--- src/logic/sfb_consts.svh ---
`ifndef SFB_CONSTS_SVH
`define SFB_CONSTS_SVH

// Array geometry
`define SFB_ADDR_W          18
`define SFB_ARRAY_BYTES     262144
`define SFB_PAGE_COUNT      1024
`define SFB_PAGE_BYTES      256
`define SFB_SECTOR_COUNT    64
`define SFB_BLOCK_COUNT     4
`define SFB_PAGE_LSB        8
`define SFB_SECTOR_LSB      12
`define SFB_BLOCK_LSB       16
`define SFB_SECTOR_BYTES    18'h01000
`define SFB_SECTOR_MASK     18'h00fff
`define SFB_BLOCK_MASK      18'h0ffff
`define SFB_LAST_SECTOR     18'h3f000
`define SFB_LAST_ADDR       18'h3ffff
`define SFB_FIRST_ADDR      18'h00000

// Protected areas
`define SFB_PROT_QUARTER    18'h30000
`define SFB_PROT_HALF       18'h20000

// Serial framing
`define SFB_BYTE_LAST_BIT   3'h7
`define SFB_PROG_MAX        9'h100

// Reset values
`define SFB_RST_BYTE        8'h00
`define SFB_RST_BITCNT      3'h0
`define SFB_RST_COUNT       9'h000

`endif

--- src/logic/sfb_pkg.sv ---
`default_nettype none
package sfb_pkg;

  typedef enum logic [2:0] {
    SFB_IDLE  = 3'b001,
    SFB_SHIFT = 3'b010,
    SFB_HOLD  = 3'b100
  } sfb_frame_t;

  typedef enum logic [1:0] {
    SFB_ERASE_SECTOR = 2'h0,
    SFB_ERASE_BLOCK  = 2'h1,
    SFB_ERASE_CHIP   = 2'h2
  } sfb_erase_t;

  typedef struct packed {
    logic sck;
    logic select_n;
    logic pause_n;
    logic serial_in;
    logic write_guard_n;
  } sfb_pins_t;

  typedef struct packed {
    logic       first;
    logic [7:0] data;
  } sfb_rx_t;

  typedef struct packed {
    sfb_pins_t   sync1;
    sfb_pins_t   sync2;
    logic        sck_d;
    logic        sel_d;
    sfb_frame_t  frame;
    logic        first_byte;
    logic [2:0]  bit_cnt;
    logic [7:0]  rx_sh;
    logic        pend_valid;
    sfb_rx_t     pend;
    logic        rx_overrun;
    logic        rise_seen;
    logic [7:0]  tx_sh;
    logic        tx_active;
    logic        tx_take;
    logic        oe_saved;
    logic        serial_out;
    logic        serial_out_oe;
    logic        spi_mode3;
    logic        standby;
    logic        status_write_ok;
    logic        addr_protected;
    logic [9:0]  page_index;
    logic [5:0]  sector_index;
    logic [1:0]  block_index;
    logic [17:0] erase_lo;
    logic [17:0] erase_hi;
    logic        erase_valid;
    logic [7:0]  merged_byte;
    logic [8:0]  prog_count;
    logic        prog_room;
  } sfb_state_t;

endpackage : sfb_pkg
`default_nettype wire

--- src/logic/sfb_buf2.sv ---
`timescale 1ns/100ps
`default_nettype none
module sfb_buf2 #(
  parameter int W = 9
) (
  input  wire logic         clk,
  input  wire logic         sys_rst,
  input  wire logic [W-1:0] in_data,
  input  wire logic         in_valid,
  output logic              in_ready,
  output logic      [W-1:0] out_data,
  output logic              out_valid,
  input  wire logic         out_ready
);

  // Head drives the outputs straight from flops; tail absorbs one stall
  typedef struct packed {
    logic         hv;
    logic         tv;
    logic [W-1:0] h;
    logic [W-1:0] t;
  } sfb_buf_state_t;

  sfb_buf_state_t s;
  sfb_buf_state_t next_s;
  logic           push;
  logic           pop;

  assign in_ready  = !s.tv;
  assign out_valid = s.hv;
  assign out_data  = s.h;
  assign push      = in_valid && !s.tv;
  assign pop       = s.hv && out_ready;

  always_comb begin
    next_s = s;
    if (!s.hv || pop) begin
      if (s.tv) begin
        next_s.h  = s.t;
        next_s.hv = 1'b1;
        next_s.tv = push;
        next_s.t  = in_data;
      end else begin
        next_s.h  = in_data;
        next_s.hv = push;
      end
    end else if (push) begin
      next_s.t  = in_data;
      next_s.tv = 1'b1;
    end
  end

  always_ff @(posedge clk) begin
    if (sys_rst) begin
      s <= '0;
    end else begin
      s <= next_s;
    end
  end

endmodule : sfb_buf2
`default_nettype wire

--- src/logic/sfb_front_end.sv ---
// Functional notes
// - Sample serial_in bits on each rising serial clock edge.
// - Launch outgoing bits on serial_out at falling serial clock edges.
// - Select high means deselected, serial_out tri-stated.
// - Deselect does not stop a running internal cycle; standby only after.
// - Select low selects device; accept input bits, return output data.
// - Only a select high-to-low transition opens a frame; else ignore. Here a select held low through reset also opens one.
// - Pause low while selected tri-states output, ignores clock and data.
// - Write guard plus lock bit block status writes; protect levels guard array.
// - Array is 262144 bytes in 1024 pages of 256 bytes.
// - 64 sectors of 4 KB grouped in 4 blocks of 64 KB.
// - Programming only turns ones into zeros.
// - Erase by sector, block or chip; never by page.
// - Sector n starts at n times 1000h.
// - Page program accepts 1 to 256 bytes.
// - Only SPI mode 0 or mode 3 is used.
`timescale 1ns/100ps
`default_nettype none
`include "sfb_consts.svh"
module sfb_front_end
  import sfb_pkg::*;
(
  input  wire logic        clk,
  input  wire logic        sys_rst,
  input  wire logic        sck,
  input  wire logic        select_n,
  input  wire logic        pause_n,
  input  wire logic        serial_in,
  input  wire logic        write_guard_n,
  output logic             serial_out,
  output logic             serial_out_oe,
  output logic [7:0]       rx_byte,
  output logic             rx_first,
  output logic             rx_valid,
  input  wire logic        rx_ready,
  output logic             rx_overrun,
  input  wire logic [7:0]  tx_byte,
  input  wire logic        tx_valid,
  output logic             tx_ready,
  output logic             spi_mode3,
  input  wire logic        cycle_busy,
  output logic             standby,
  input  wire logic        protect_level,
  input  wire logic        protect_level_mid,
  input  wire logic        protect_level_high,
  input  wire logic        status_lock_bit,
  output logic             status_write_ok,
  input  wire logic [17:0] op_addr,
  input  wire logic        op_start,
  input  wire sfb_erase_t  erase_kind,
  input  wire logic        prog_byte,
  input  wire logic [7:0]  old_byte,
  input  wire logic [7:0]  new_byte,
  output logic [7:0]       merged_byte,
  output logic [9:0]       page_index,
  output logic [5:0]       sector_index,
  output logic [1:0]       block_index,
  output logic             addr_protected,
  output logic [17:0]      erase_lo,
  output logic [17:0]      erase_hi,
  output logic             erase_valid,
  output logic [8:0]       prog_count,
  output logic             prog_room
);

  sfb_state_t s;
  sfb_state_t next_s;
  sfb_pins_t  p;
  sfb_rx_t    rx_head;
  logic       buf_in_ready;
  logic       rise;
  logic       fall;
  logic       sel_fall;
  logic [7:0] rx_full;

  // Only the second synchroniser stage is ever looked at
  assign p        = s.sync2;
  assign rise     = p.sck && !s.sck_d;
  assign fall     = !p.sck && s.sck_d;
  assign sel_fall = s.sel_d && !p.select_n;
  assign rx_full  = {s.rx_sh[6:0], p.serial_in};

  function automatic logic prot_hit(input logic [2:0] lvl, input logic [17:0] a);
    logic hit;
    hit = 1'b1;
    unique case (lvl)
      3'h0:    hit = 1'b0;
      3'h1:    hit = (a >= `SFB_PROT_QUARTER);
      3'h2:    hit = (a >= `SFB_PROT_HALF);
      default: hit = 1'b1;
    endcase
    return hit;
  endfunction : prot_hit

  always_comb begin
    next_s         = s;
    next_s.sync1   = '{sck, select_n, pause_n, serial_in, write_guard_n};
    next_s.sync2   = s.sync1;
    next_s.sck_d   = p.sck;
    next_s.sel_d   = p.select_n;
    next_s.tx_take = 1'b0;

    if (s.pend_valid && buf_in_ready) begin
      next_s.pend_valid = 1'b0;
    end

    unique case (s.frame)
      SFB_IDLE: begin
        next_s.serial_out_oe = 1'b0;
        // A frame opens only on a seen select fall; reset loads select high, so a select held low through reset opens one
        if (sel_fall) begin
          next_s.frame      = SFB_SHIFT;
          next_s.bit_cnt    = `SFB_RST_BITCNT;
          next_s.first_byte = 1'b1;
          next_s.rise_seen  = 1'b0;
          next_s.tx_active  = 1'b0;
          next_s.spi_mode3  = p.sck;
        end
      end
      SFB_SHIFT: begin
        if (p.select_n) begin
          next_s.frame         = SFB_IDLE;
          next_s.serial_out_oe = 1'b0;
          next_s.tx_active     = 1'b0;
        end else if (!p.pause_n) begin
          next_s.frame         = SFB_HOLD;
          next_s.oe_saved      = s.serial_out_oe;
          next_s.serial_out_oe = 1'b0;
        end else begin
          if (rise) begin
            next_s.rx_sh     = rx_full;
            next_s.bit_cnt   = s.bit_cnt + 3'h1;
            next_s.rise_seen = 1'b1;
            if (s.bit_cnt == `SFB_BYTE_LAST_BIT) begin
              // No way to stall the host, so a fourth pending byte is flagged
              if (s.pend_valid && !buf_in_ready) begin
                next_s.rx_overrun = 1'b1;
              end else begin
                next_s.pend       = '{s.first_byte, rx_full};
                next_s.pend_valid = 1'b1;
              end
              next_s.first_byte = 1'b0;
              next_s.tx_active  = tx_valid;
              next_s.tx_take    = tx_valid;
              if (tx_valid) begin
                next_s.tx_sh = tx_byte;
              end
            end
          end
          // Mode 3 idles high, so the fall before the first rise is skipped
          if (fall && s.rise_seen && s.tx_active) begin
            next_s.serial_out    = s.tx_sh[7];
            next_s.tx_sh         = {s.tx_sh[6:0], 1'b0};
            next_s.serial_out_oe = 1'b1;
          end
        end
      end
      SFB_HOLD: begin
        next_s.serial_out_oe = 1'b0;
        if (p.select_n) begin
          next_s.frame     = SFB_IDLE;
          next_s.tx_active = 1'b0;
        end else if (p.pause_n) begin
          next_s.frame         = SFB_SHIFT;
          next_s.serial_out_oe = s.oe_saved;
        end
      end
      default: begin
        next_s.frame         = SFB_IDLE;
        next_s.serial_out_oe = 1'b0;
      end
    endcase

    // Busy cycle keeps the part active even when deselected
    next_s.standby         = p.select_n && !cycle_busy;
    next_s.status_write_ok = !(status_lock_bit && !p.write_guard_n);
    next_s.addr_protected  = prot_hit({protect_level_high, protect_level_mid,
                                       protect_level}, op_addr);

    next_s.page_index   = op_addr[`SFB_ADDR_W-1:`SFB_PAGE_LSB];
    next_s.sector_index = op_addr[`SFB_ADDR_W-1:`SFB_SECTOR_LSB];
    next_s.block_index  = op_addr[`SFB_ADDR_W-1:`SFB_BLOCK_LSB];
    next_s.merged_byte  = old_byte & new_byte;

    next_s.erase_valid = 1'b0;
    if (op_start) begin
      next_s.prog_count = `SFB_RST_COUNT;
      next_s.prog_room  = 1'b1;
      unique case (erase_kind)
        SFB_ERASE_SECTOR: begin
          next_s.erase_lo    = op_addr & ~`SFB_SECTOR_MASK;
          next_s.erase_hi    = op_addr | `SFB_SECTOR_MASK;
          next_s.erase_valid = 1'b1;
        end
        SFB_ERASE_BLOCK: begin
          next_s.erase_lo    = op_addr & ~`SFB_BLOCK_MASK;
          next_s.erase_hi    = op_addr | `SFB_BLOCK_MASK;
          next_s.erase_valid = 1'b1;
        end
        SFB_ERASE_CHIP: begin
          next_s.erase_lo    = `SFB_FIRST_ADDR;
          next_s.erase_hi    = `SFB_LAST_ADDR;
          next_s.erase_valid = 1'b1;
        end
        default: next_s.erase_valid = 1'b0;
      endcase
    end else if (prog_byte && s.prog_room) begin
      next_s.prog_count = s.prog_count + 9'h001;
      next_s.prog_room  = (s.prog_count + 9'h001) < `SFB_PROG_MAX;
    end
  end

  always_ff @(posedge clk) begin
    if (sys_rst) begin
      s           <= '0;
      s.sync1     <= '{1'b0, 1'b1, 1'b1, 1'b0, 1'b1};
      s.sync2     <= '{1'b0, 1'b1, 1'b1, 1'b0, 1'b1};
      s.sel_d     <= 1'b1;
      s.frame     <= SFB_IDLE;
      s.standby   <= 1'b1;
      s.prog_room <= 1'b1;
    end else begin
      s <= next_s;
    end
  end

  sfb_buf2 #(
    .W($bits(sfb_rx_t))
  ) u_rx_buf (
    .clk      (clk),
    .sys_rst  (sys_rst),
    .in_data  (s.pend),
    .in_valid (s.pend_valid),
    .in_ready (buf_in_ready),
    .out_data (rx_head),
    .out_valid(rx_valid),
    .out_ready(rx_ready)
  );

  assign rx_byte         = rx_head.data;
  assign rx_first        = rx_head.first;
  assign rx_overrun      = s.rx_overrun;
  assign serial_out      = s.serial_out;
  assign serial_out_oe   = s.serial_out_oe;
  assign tx_ready        = s.tx_take;
  assign spi_mode3       = s.spi_mode3;
  assign standby         = s.standby;
  assign status_write_ok = s.status_write_ok;
  assign addr_protected  = s.addr_protected;
  assign page_index      = s.page_index;
  assign sector_index    = s.sector_index;
  assign block_index     = s.block_index;
  assign merged_byte     = s.merged_byte;
  assign erase_lo        = s.erase_lo;
  assign erase_hi        = s.erase_hi;
  assign erase_valid     = s.erase_valid;
  assign prog_count      = s.prog_count;
  assign prog_room       = s.prog_room;
endmodule : sfb_front_end
`default_nettype wire

--- config.mk ---
export PLATFORM = sky130hd
export DESIGN_NAME = sfb_front_end
export DESIGN_NICKNAME = d
export VERILOG_FILES = /design/src/logic/sfb_pkg.sv /design/src/logic/sfb_buf2.sv /design/src/logic/sfb_front_end.sv
export VERILOG_INCLUDE_DIRS = /design/src /design/src/logic
export SDC_FILE = /design/constraint.sdc
export NUM_CORES = 1
export LEC_CHECK = 0
export BUFFER_PORTS_ARGS = -buffer_cell sky130_fd_sc_hd__buf_2
export CORE_ASPECT_RATIO = 0.7
export CORE_MARGIN = 2
export CORE_UTILIZATION = 30
export DETAILED_ROUTE_END_ITERATION = 6
export PLACE_DENSITY = 0.52
export SLEW_MARGIN = 20
export SYNTH_ARGS = -nofsm -noshare
export SYNTH_HDL_FRONTEND = slang
export SYNTH_SLANG_ARGS = --single-unit
--- constraint.sdc ---
create_clock -name clk -period 1.65 [get_ports clk]
set_clock_uncertainty 0.15 [all_clocks]
set_input_delay 0.33 -clock clk [delete_from_list [all_inputs] [get_ports clk]]
set_output_delay 0.33 -clock clk [all_outputs]
set_load 0.005 [all_outputs]
## Yosys cells after proc, flatten, opt, wreduce, memory -nomap -nowiden

Cells that the tools add are included.

- Register bits after elaboration: 149
- Input port bits: 60
- Output and inout port bits: 91
- Word-level logic and storage cells: 165

- Add/subtract/negate cells: 2
- $lt $le $gt $ge: 3
- Equal/unequal tests: 21
- Mux-type cells: 41
- Bitwise logic cells: 8
- Reductions and logical operators: 46

Operators by type and width:

| cell | number |
|---|---|
| one-hot mux 36 bit (3 select lines) | 1 |
| two-way mux 34 bit | 2 |
| greater-or-equal comparator 18 bit (second input constant) | 2 |
| two-way mux 9 bit | 4 |
| two-way mux 32 bit | 1 |
| AND reduction 6 bit | 5 |
| two-way mux 11 bit | 2 |
| two-way mux 10 bit | 2 |
| two-way mux 1 bit | 16 |
| two-way mux 8 bit | 2 |
| inequality test 3 bit (second input constant) | 5 |
| two-way mux 3 bit | 4 |
| inequality test 2 bit (second input constant) | 6 |
| logical AND 1 bit | 11 |
| nonzero test 2 bit | 5 |
| adder 9 x 1 -> 9 bit (second input constant) | 1 |
| less-than comparator 9 bit (second input constant) | 1 |
| one-hot mux 3 bit (3 select lines) | 1 |
| AND 8 bit | 1 |
| logical NOT 1 bit | 8 |
| one-hot mux 4 bit (2 select lines) | 1 |
| AND reduction 4 bit | 2 |
| two-way mux 7 bit | 1 |
| NOT 1 bit | 7 |
| 20 further kinds | 30 |

## Logic depth before layout (Yosys ltp)

Gate-level depths: netlist (run 1).

- Depth after elaboration: 10
- Depth in mapped cells: 7
- Mapped depth without buffers: 6

## Cells and area by module

Synthesis (run 1) repeated with hierarchy kept, for this count alone.

- Cell total of the unflattened synthesis: 555
- Area total of the unflattened synthesis: 5107.4 µm²

By module, submodules not included:

| module | instances | cells an instance | area each (µm²) |
|---|---|---|---|
| sfb_front_end | 1 | 458 | 4167.7 |
| sfb_buf2 | 1 | 97 | 939.7 |

## Worst setup path before layout (run 1)

Ideal clock, no wire load.

- Kind: register to register
- From: register s[110] (netlist name)
- To: register s[85] (netlist name)
- Library setup time: 79 ps
- Arrival: 1504 ps
- Required time: 1421 ps
- Path slack: -84 ps
- Cell stages (with the launch flop): 8
- Cell sequence: dfxtp_1 > ha_1 > ha_1 > nand4b_1 > a211oi_4 > buf_6 > nor2_1 > a211oi_2

- Cells in the longest elaborated chain, start to end: 3

Ends and longest elaborated chain:

| element | line | RTL |
|---|---|---|
| start, declared | sfb_front_end.sv:66 | `sfb_state_t s;` |
| start signal, assigned | sfb_front_end.sv:223 | `s <= next_s;` |
| equality test 3 bit (no line) | -- |  |
| nonzero test 2 bit (no line) | -- |  |
| AND reduction 6 bit (no line) | -- |  |

No other way between the ends.
A chain may end at the register's enable or synchronous reset.

## Worst setup path after layout (run 1)

- From: register s[111] (netlist name)
- To: register s[84] (netlist name)

Same word-level chain as after synthesis.

==> impl_metrics.tcl, run 1 <==
set metrics [dict create \
    status "finished, violations left" \
    violations "setup timing" \
    fp.dieArea_um2 17700 \
    vias_per_cell 4.41 \
    ys_top_cells_by_count "dfxtp_1 (117), buf_4 (80), nor2_1 (76)" \
    synth_top_family_by_area "simple AND/OR/NAND/NOR gates" \
    ys_seq_area_share_pct 46.9 \
    synth_seq_cells 117 \
    finalSetupViolCount 8 \
    slowest_stage "dfxtp_2" \
    end_kind "flop" \
    drt_iter0_drc 129 \
    hold_viol_final 0 \
    grt_max_degree 49 \
    grt_pass1_vias 3823 \
    path_cells "ha_4 > ha_4 > nand4b_1 > a211oi_4 > buf_12 > nor2_1 > a211oi_1" \
    drive_above_1_share_pct 31.8 \
    syn_to_final_growth_pct 29.3 \
    insertion_delay_ns 0.41 \
    yosysMostFrequentCell "dfxtp_1" \
    tritoncts "yes" \
    drc_errors 0 \
    synth_top_area_cell "dfxtp_1" \
    cp.arrival_ns 1.86 \
    synth-edff-count 0 \
    async_flop_share_pct 0 \
    ys_types 44 \
    antenna_left 0 \
    die_y_um 112 \
    grt-ovfl-total 0 \
    io_pins 151 \
    p_per_area_nw_per_um2 1090 \
    cts.sinks 117 \
    row_count 39 \
    syn_area_um2 4990 \
    p_total_mw 7.03 \
    wirelength_um 10900 \
    fin_nets 723 \
    postSynthCellCount 548 \
    crit_type "reg -> reg" \
    required_ns 1.82 \
    final_util_pct 39.6 \
    nFillCells 1642 \
    synth_compound_area_share_pct 10.6 \
    synthXorXnorAreaFrac_pct 1.40 \
    avgSynthCellArea_um2 9.11 \
    synth_area_leaders "dfxtp_1 (47%), buf_4 (12%), mux2i_1 (5.8%)" \
    clk_path_buf_depth 2 \
    cpPeakStageDelay_ns 0.35 \
    n_antenna_cell 0 \
    leakagePower_nw 2.85 \
    ys_dominant_reg_cell "dfxtp_1" \
    numCtsBuffers 17 \
    grt_pass1_wl_um 17800 \
    die_w_um 158 \
    cts-htree-levels 4 \
    synth_top_area_share_pct 46.9 \
    vias 3940 \
    final.min_clock_period_ns 1.69 \
    setup_ws_ns -0.0445 \
    path_clk_slew_ns 0.06 \
    max_freq_mhz 590 \
    yosys.area_share.simple_pct 18.2 \
    synth_fa_ha_area_share_pct 1.50 \
    synth-warning-count 0 \
    wl_per_cell_um 12.2 \
    rsz0062_at_grt "true" \
    start_util_pct 30.6 \
    synthMuxAreaShare_pct 5.82 \
    antenna_found_initial 0 \
    core_area_um2 16300 \
    place_congestion 0.804 \
    io_buffers 130 \
    finalInstanceArea_um2 6450 \
    maxCapViolCount 0 \
    finalCritPeriodShare_pct 103 \
    maxSlewViolCount 0 \
    crit_path_max_fanout 14 \
    grt_usage_pct 12.7 \
    cts_root_buffer "clkbuf_16" \
    hpwlAfterDp_um 7430 \
    dr.pass1.iters 4 \
    crit_top_cell "ha_4" \
    hp-class "in -> reg" \
    vdd_drop_max_mv 0.553 \
    place_area_um2 5540 \
    cp-start-kind "flop" \
]
[per-stage QoR]
step	setup slack [ns]	setup TNS [ns]	instances	hold slack (ns)
floorplan	-0.00156	-0.00468	559	0.239
global placement	-0.0181	-0.0271	832	0.242
detailed placement	-0.0616	-0.468	832	0.246
CTS	-0.0528	-0.306	894	0.0127
global route	-0.145	-2.00	894	0.0232
finish	-0.0445	-0.232	894	0.0278
[cell usage in the layout (no fill, tap or decap), types with 13 or more instances in the layout]
master,instances
buf_4,27
clkbuf_16,17
dlygate4sd3_1,27
dfxtp_1,114
nor2_1,75
nand3_1,13
buf_2,129
a211oi_1,13
mux2i_1,29
nand2_1,41
nor2b_1,16
a21oi_1,30
[metal layers]
| layer | track usage (%) | share of wire [%] | vias to the layer above |
|---|---|---|---|
| met3 | 5.02 | 7.2 | 12 |
| met2 | 21.0 | 46 | 129 |
| met1 | 15.1 | 45 | 1825 |
| li1 | - | - | 1974 |
| met5 | 0 | 0 | - |
| met4 | 4.20 | 1.1 | 0 |
[cells by family (layout without fill, tap and decap cells)]
logic type               after synthesis  count (layout)
AND/OR/NAND/NOR                      188             188
adder cells (fa/ha/maj)                6               6
other                                  1              12
buffers and inverters                122             232
AO/OA/AOI/OAI                         77              77
XOR/XNOR                               8               8
flip-flops                           117             117
multiplexers                          29              29
[path summary, 6_finish.rpt]
| check | start | to | slack [ns] | cells after the start |
|---|---|---|---|---|
| worst min-delay path | op_addr[14] | page_index[6] | 0.03 | 3 |
| worst max register to register | s[111] | s[84] | -0.04 | 7 |
| worst max-delay path | s[111] | s[84] | -0.04 | 7 |
| worst min register to register | next_s[121] | p[2] | 0.25 | 1 |
[power breakdown]
part,switching (mW),internal (mW),leakage (nW),total (mW)
Combinational,0.206,0.230,1.61,0.436
Sequential,0.0371,2.89,0.954,2.93
Clock,1.33,2.34,0.289,3.67
[worst max-delay path: cells and delay by family, from the launching register on]
family,cells,cell delay (ns)
fa+ha+maj,2,0.26
buf+inv,1,0.17
compound gates,2,0.48
simple gates,2,0.21
flops,1,0.35
[flip-flops by register name, summed over array words and instances, names as in the netlist, 3 cells and up]
signal / count
u_rx_buf.out_data: 9
next_s: 7
rx_full: 7
merged_byte: 8
p: 3
page_index: 10
erase_lo: 6
prog_count: 9
s: 30
u_rx_buf.s: 10
erase_hi: 7
[layout make-up]
| cell class | count | area (µm²) | area share [%] |
|---|---|---|---|
| timing repair buffer | 189 | 1230 | 19.1 |
| multi-input combinational | 320 | 1960 | 30.3 |
| tap | 225 | 282 | 4.36 |
| clock inverter | 11 | 125 | 1.94 |
| inverter | 12 | 45.0 | 0.698 |
| clock buffer | 20 | 467 | 7.23 |
| sequential | 117 | 2350 | 36.4 |
[what timing repair did]
action / 4_1_cts / 5_1_grt
setup buffers: 4 / 0
pin swaps: 1 / 0
hold endpoints to repair: 19 / 0
hold buffers: 27 / 0
gates resized for setup: 1 / 4
setup endpoints to repair: 18 / 33
No activity file was read; power rests on OpenSTA's default activity.
==> run 2, diff against run 1 <==
==> constraint.sdc (replaced) <==
create_clock -name clk -period 1.65 [get_ports clk]
set_clock_uncertainty 0.15 [all_clocks]
set_input_delay 0.33 -clock clk [delete_from_list [all_inputs] [get_ports clk]]
set_output_delay 0.33 -clock clk [all_outputs]
set_load 0.02 [all_outputs]
==> run 2 against run 1 <==
Compared with the run above: the flow still finishes with violations (setup timing); via count did not move; critical endpoint unchanged; worst setup slack stayed put; first-iteration DRC count unchanged; routed wire length is the same; fmax stayed put; critical path type unchanged; final cell count unchanged.
==> impl_metrics.tcl, run 2 (synthesis gave the netlist of run 1 again) <==
set metrics [dict create \
    dpl.cell_count 832 \
    grt-ovfl-total 0 \
    crit_path_max_fanout 14 \
    io_pins 151 \
    seq_area_um2 2350 \
    layout_commonest_cell "buf_2" \
    grt_max_degree 49 \
    drc_errors 0 \
    drt_iter0_drc 129 \
    fp.dieArea_um2 17700 \
    violations "setup timing" \
    cp-start-kind "flop" \
    nFillCells 1642 \
    clk_path_buf_depth 2 \
    fin_nets 723 \
    vdd_drop_max_mv 0.553 \
    status "finished, violations left" \
    required_ns 1.82 \
    place_congestion 0.804 \
    tritoncts "yes" \
    dr.pass1.iters 4 \
    vias_per_cell 4.41 \
    start_util_pct 30.6 \
    reg2reg_depth 7 \
    final_cell_mix "buf_2 (129), dfxtp_1 (113), nor2_1 (75)" \
    antenna_left 0 \
    final_cells 894 \
    insertion_delay_ns 0.41 \
    grt_usage_pct 12.7 \
    drive_above_1_share_pct 32.0 \
    largest_reg_flops 30 \
    r2r_start "s[111]" \
    cts.sinks 117 \
    end_kind "flop" \
    hpwlAfterDp_um 7430 \
    wirelength_um 10900 \
    hold_viol_final 0 \
    largest_register "s" \
    core_area_um2 16300 \
    holdPathEnd "page_index[6]" \
    n_antenna_cell 0 \
    finalCritPeriodShare_pct 103 \
    maxCapViolCount 0 \
    place_ws_ns -0.0616 \
    grt_pass1_vias 3823 \
    cts-htree-levels 4 \
    cp.arrival_ns 1.86 \
    vias 3940 \
    crit_type "reg -> reg" \
    tns_ns -0.232 \
    syn_to_final_growth_pct 29.3 \
    hold_depth 3 \
    row_count 39 \
    wl_per_cell_um 12.2 \
    final.min_clock_period_ns 1.69 \
    ff2ff_setup_slack_ns -0.04 \
    hp-class "in -> reg" \
    grt_pass1_wl_um 17800 \
    multiInputGateArea_um2 1960 \
    finalSetupViolCount 8 \
    p_per_area_nw_per_um2 1110 \
    maxSlewViolCount 0 \
    min-delay-start "op_addr[14]" \
    whs_ns 0.0278 \
    rsz0062_at_grt "true" \
    reg2reg_to "s[84]" \
    leakagePower_nw 2.85 \
    antenna_found_initial 0 \
    die_w_um 158 \
    numCtsBuffers 17 \
    io_buffers 130 \
    die_y_um 112 \
    path_clk_slew_ns 0.06 \
    setup_ws_ns -0.0445 \
    max_freq_mhz 590 \
    cts_root_buffer "clkbuf_16" \
]
run 2: area by class of cell:
type	instances	share of cell area [%]
Sequential cell	117	36.4
Tap cell	225	4.36
Timing Repair Buffer	189	19.1
Multi-Input combinational cell	320	30.3
Inverter	12	0.698
Clock buffer	20	7.23
Clock inverter	11	1.94
run 2: layer usage:
layer | wire [µm] | GRT usage, % | part of all wire (%)
met1 | 4930 | 15.1 | 45
met2 | 5030 | 21.0 | 46
met3 | 787 | 5.02 | 7.2
met4 | 120 | 4.20 | 1.1
met5 | 0 | 0 | 0
run 2: what timing repair did:
action	4_1_cts	5_1_grt
hold buffers	27	0
pin swaps	1	0
hold endpoints to repair	19	0
buffers inserted	4	0
gates resized for setup	1	5
setup endpoints to repair	18	45
run 2: power by group:
group	switching (mW)	internal [mW]	total, mW	leakage [nW]
logic	0.315	0.232	0.547	1.61
registers	0.0371	2.89	2.93	0.955
clock network	1.33	2.34	3.67	0.289
run 2: worst max-delay path, cell delays in order, from the launching register on:
cell and delay, ns:
dfxtp_2 0.35, ha_4 0.14, ha_4 0.12, nand4b_1 0.16
a211oi_4 0.29, buf_12 0.17, nor2_1 0.05, a211oi_1 0.19
run 2: worst max path at each step:
stage	to	startpoint	slack [ns]	depth (start not counted)
floorplan	s[85]	s[111]	-0.002	7
detailed placement	s[83]	s[111]	-0.06	7
global route	s[88]	s[111]	-0.15	7
finish	s[84]	s[111]	-0.04	7
CTS	s[84]	s[111]	-0.05	7
global placement	s[84]	s[111]	-0.02	7
run 2: metrics by stage:
stage | total power [mW] | util (%) | instance area, µm²
floorplan | 3.39 | - | 5060
global placement | 3.48 | 34.0 | 5540
detailed placement | 3.49 | 34.0 | 5540
CTS | 7.24 | 39.5 | 6440
global route | 7.43 | 39.6 | 6450
finish | 7.15 | 39.6 | 6450
==> run 3, diff against run 2 <==
--- a/config.mk
+++ b/config.mk
@@ -9,9 +9,9 @@
 export BUFFER_PORTS_ARGS = -buffer_cell sky130_fd_sc_hd__buf_2
 export CORE_ASPECT_RATIO = 0.7
 export CORE_MARGIN = 2
-export CORE_UTILIZATION = 30
+export CORE_UTILIZATION = 46
 export DETAILED_ROUTE_END_ITERATION = 6
-export PLACE_DENSITY = 0.52
+export PLACE_DENSITY = 0.74
 export SLEW_MARGIN = 20
 export SYNTH_ARGS = -nofsm -noshare
 export SYNTH_HDL_FRONTEND = slang
==> run 3 against run 2 <==
Compared with the run above: critical path type unchanged; highest routed layer unchanged; final cell count down 10%; total power down 3.3%; count of clock-buffer cells in the layout grew 5; worst setup slack worse by 0.14 ns; core utilization up 21 points; the flow still finishes with violations (setup timing); routed wire length is 1.9% lower.
==> impl_metrics.tcl, run 3 (synthesis gave the netlist of run 1 again) <==
set metrics [dict create \
    reg2reg_depth 8 \
    path_clk_slew_ns 0.05 \
    max_freq_mhz 546 \
    drt_iter0_drc 117 \
    swShare_pct 22.0 \
    r2r_start "s[111]" \
    critPathTopFamily "compound AO/OA/AOI/OAI gates" \
    cts_root_buffer "clkbuf_16" \
    hpwlAfterDp_um 7180 \
    crit_type "reg -> reg" \
    tritoncts "yes" \
    io_buffers 130 \
    pwr-share-seq_pct 42.5 \
    layout_commonest_cell "buf_2" \
    end_kind "flop" \
    wl_per_cell_um 13.3 \
    die_w_um 129 \
    place_congestion 0.846 \
    row_count 31 \
    cp-start-kind "flop" \
    vias_per_cell 4.91 \
    hp-class "in -> reg" \
    status "finished, violations left" \
    largest_reg_flops 30 \
    finalCritPeriodShare_pct 111 \
    place_ws_ns -0.0969 \
    largest_register "s" \
    grtUsageMet3_pct 5.60 \
    drive_above_1_share_pct 32.3 \
    maxSlewViolCount 0 \
    p_total_mw 6.91 \
    antenna_left 0 \
    wirelength_um 10700 \
    crit_top_cell "ha_4" \
    grt_pass1_vias 3783 \
    numCtsBuffers 17 \
    hold_depth 3 \
    reg2reg_to "s[83]" \
    setup_ws_ns -0.182 \
    path_buf_inv 2 \
    grt_max_degree 32 \
    rsz0062_at_grt "true" \
    cts.sinks 117 \
    cp.arrival_ns 1.99 \
    io_pins 151 \
    syn_to_final_growth_pct 26.7 \
    antenna_found_initial 0 \
    final.min_clock_period_ns 1.83 \
    fp.dieArea_um2 11700 \
    use_met1_pct 20.6 \
    fin_nets 727 \
    finalSetupViolCount 17 \
    dr.pass1.iters 5 \
    die_y_um 91.2 \
    crit_path_max_fanout 6 \
    cts-htree-levels 4 \
    clk_path_buf_depth 2 \
    grt_usage_pct 18.0 \
    maxCapViolCount 0 \
    grt_use_met2_pct 30.8 \
    p_int_mw 5.39 \
    insertion_delay_ns 0.40 \
    clkPwrFrac_pct 49.8 \
    n_antenna_cell 0 \
    hold_viol_final 0 \
    p_sw_mw 1.52 \
    required_ns 1.81 \
    start_util_pct 47.7 \
    leakagePower_nw 2.86 \
    drc_errors 0 \
    combPwrFrac_pct 7.7 \
    top_usage_layer "met2" \
    vias 3950 \
    final_cell_mix "buf_2 (129), dfxtp_1 (113), nor2_1 (74)" \
    grt_pass1_wl_um 16800 \
    p_per_area_nw_per_um2 1090 \
    core_area_um2 10500 \
    violations "setup timing" \
    cpPeakStageDelay_ns 0.35 \
    slowest_stage "dfxtp_2" \
    vdd_drop_max_mv 0.724 \
    ff2ff_setup_slack_ns -0.18 \
    path_cells "ha_4 > ha_4 > nand4b_1 > a211oi_4 > buf_12 > buf_4 > nor2_1 > a211oi_2" \
    min-delay-start "protect_level_high" \
    holdPathEnd "addr_protected" \
    grt-ovfl-total 0 \
]
-- run 3: power groups by stage --
stage	sequential (mW)	clock, mW	combinational [mW]
4_1_cts	2.93	3.52	0.529
5_1_grt	2.94	3.65	0.578
3_5_place_dp	2.99	0	0.483
6_report	2.94	3.44	0.533
3_3_place_gp	2.99	0	0.475
2_1_floorplan	2.99	0	0.402
-- run 3: worst max-delay path by stage --
stage / start / endpoint / cells after the start
after floorplan: s[111] / s[85] / 7
after global placement: s[111] / s[83] / 7
after detailed placement: s[111] / s[83] / 7
after CTS: s[111] / s[84] / 7
after global routing: s[110] / s[83] / 8
final: s[111] / s[83] / 8
-- run 3: repair_timing --
item,in CTS,in global routing
hold buffers,24,1
resized for setup,1,13
pin swaps,1,9
buffers inserted,2,7
gates cloned,0,1
hold endpoints to repair,17,1
endpoints found under the setup margin,9,40
-- run 3: per-stage QoR --
stage,setup TNS (ns),instances,area [µm²],utilization (%),hold slack (ns)
finish,-1.53,804,6320,60.4,0.00751
global placement,-0.000882,739,5390,51.4,0.241
global route,-3.45,804,6320,60.4,0.0120
CTS,-0.571,795,6200,59.2,0.000208
detailed placement,-0.289,739,5390,51.4,0.244
floorplan,-0.00468,559,5060,-,0.239
-- run 3: final cells by class --
cell class,instances,area (µm²)
Fill cell,882,4150
Sequential cell,117,2350
Multi-Input combinational cell,320,1970
Timing Repair Buffer,193,1240
Clock buffer,25,475
Tap cell,132,165
Clock inverter,5,75.1
Inverter,12,45.0
-- run 3: layer usage --
layer	wire length, µm	share of wire (%)	vias up
li1	-	-	1977
met1	4630	43	1843
met2	5270	49	109
met3	575	5.4	21
met4	192	1.8	0
met5	0	0	-
-- run 3: worst reg2reg max path, cell delays in order (launching register included) --
cell	delay (ns)
dfxtp_2	0.35
ha_4	0.14
ha_4	0.12
nand4b_1	0.16
a211oi_4	0.33
buf_12	0.16
buf_4	0.11
nor2_1	0.05
a211oi_2	0.18
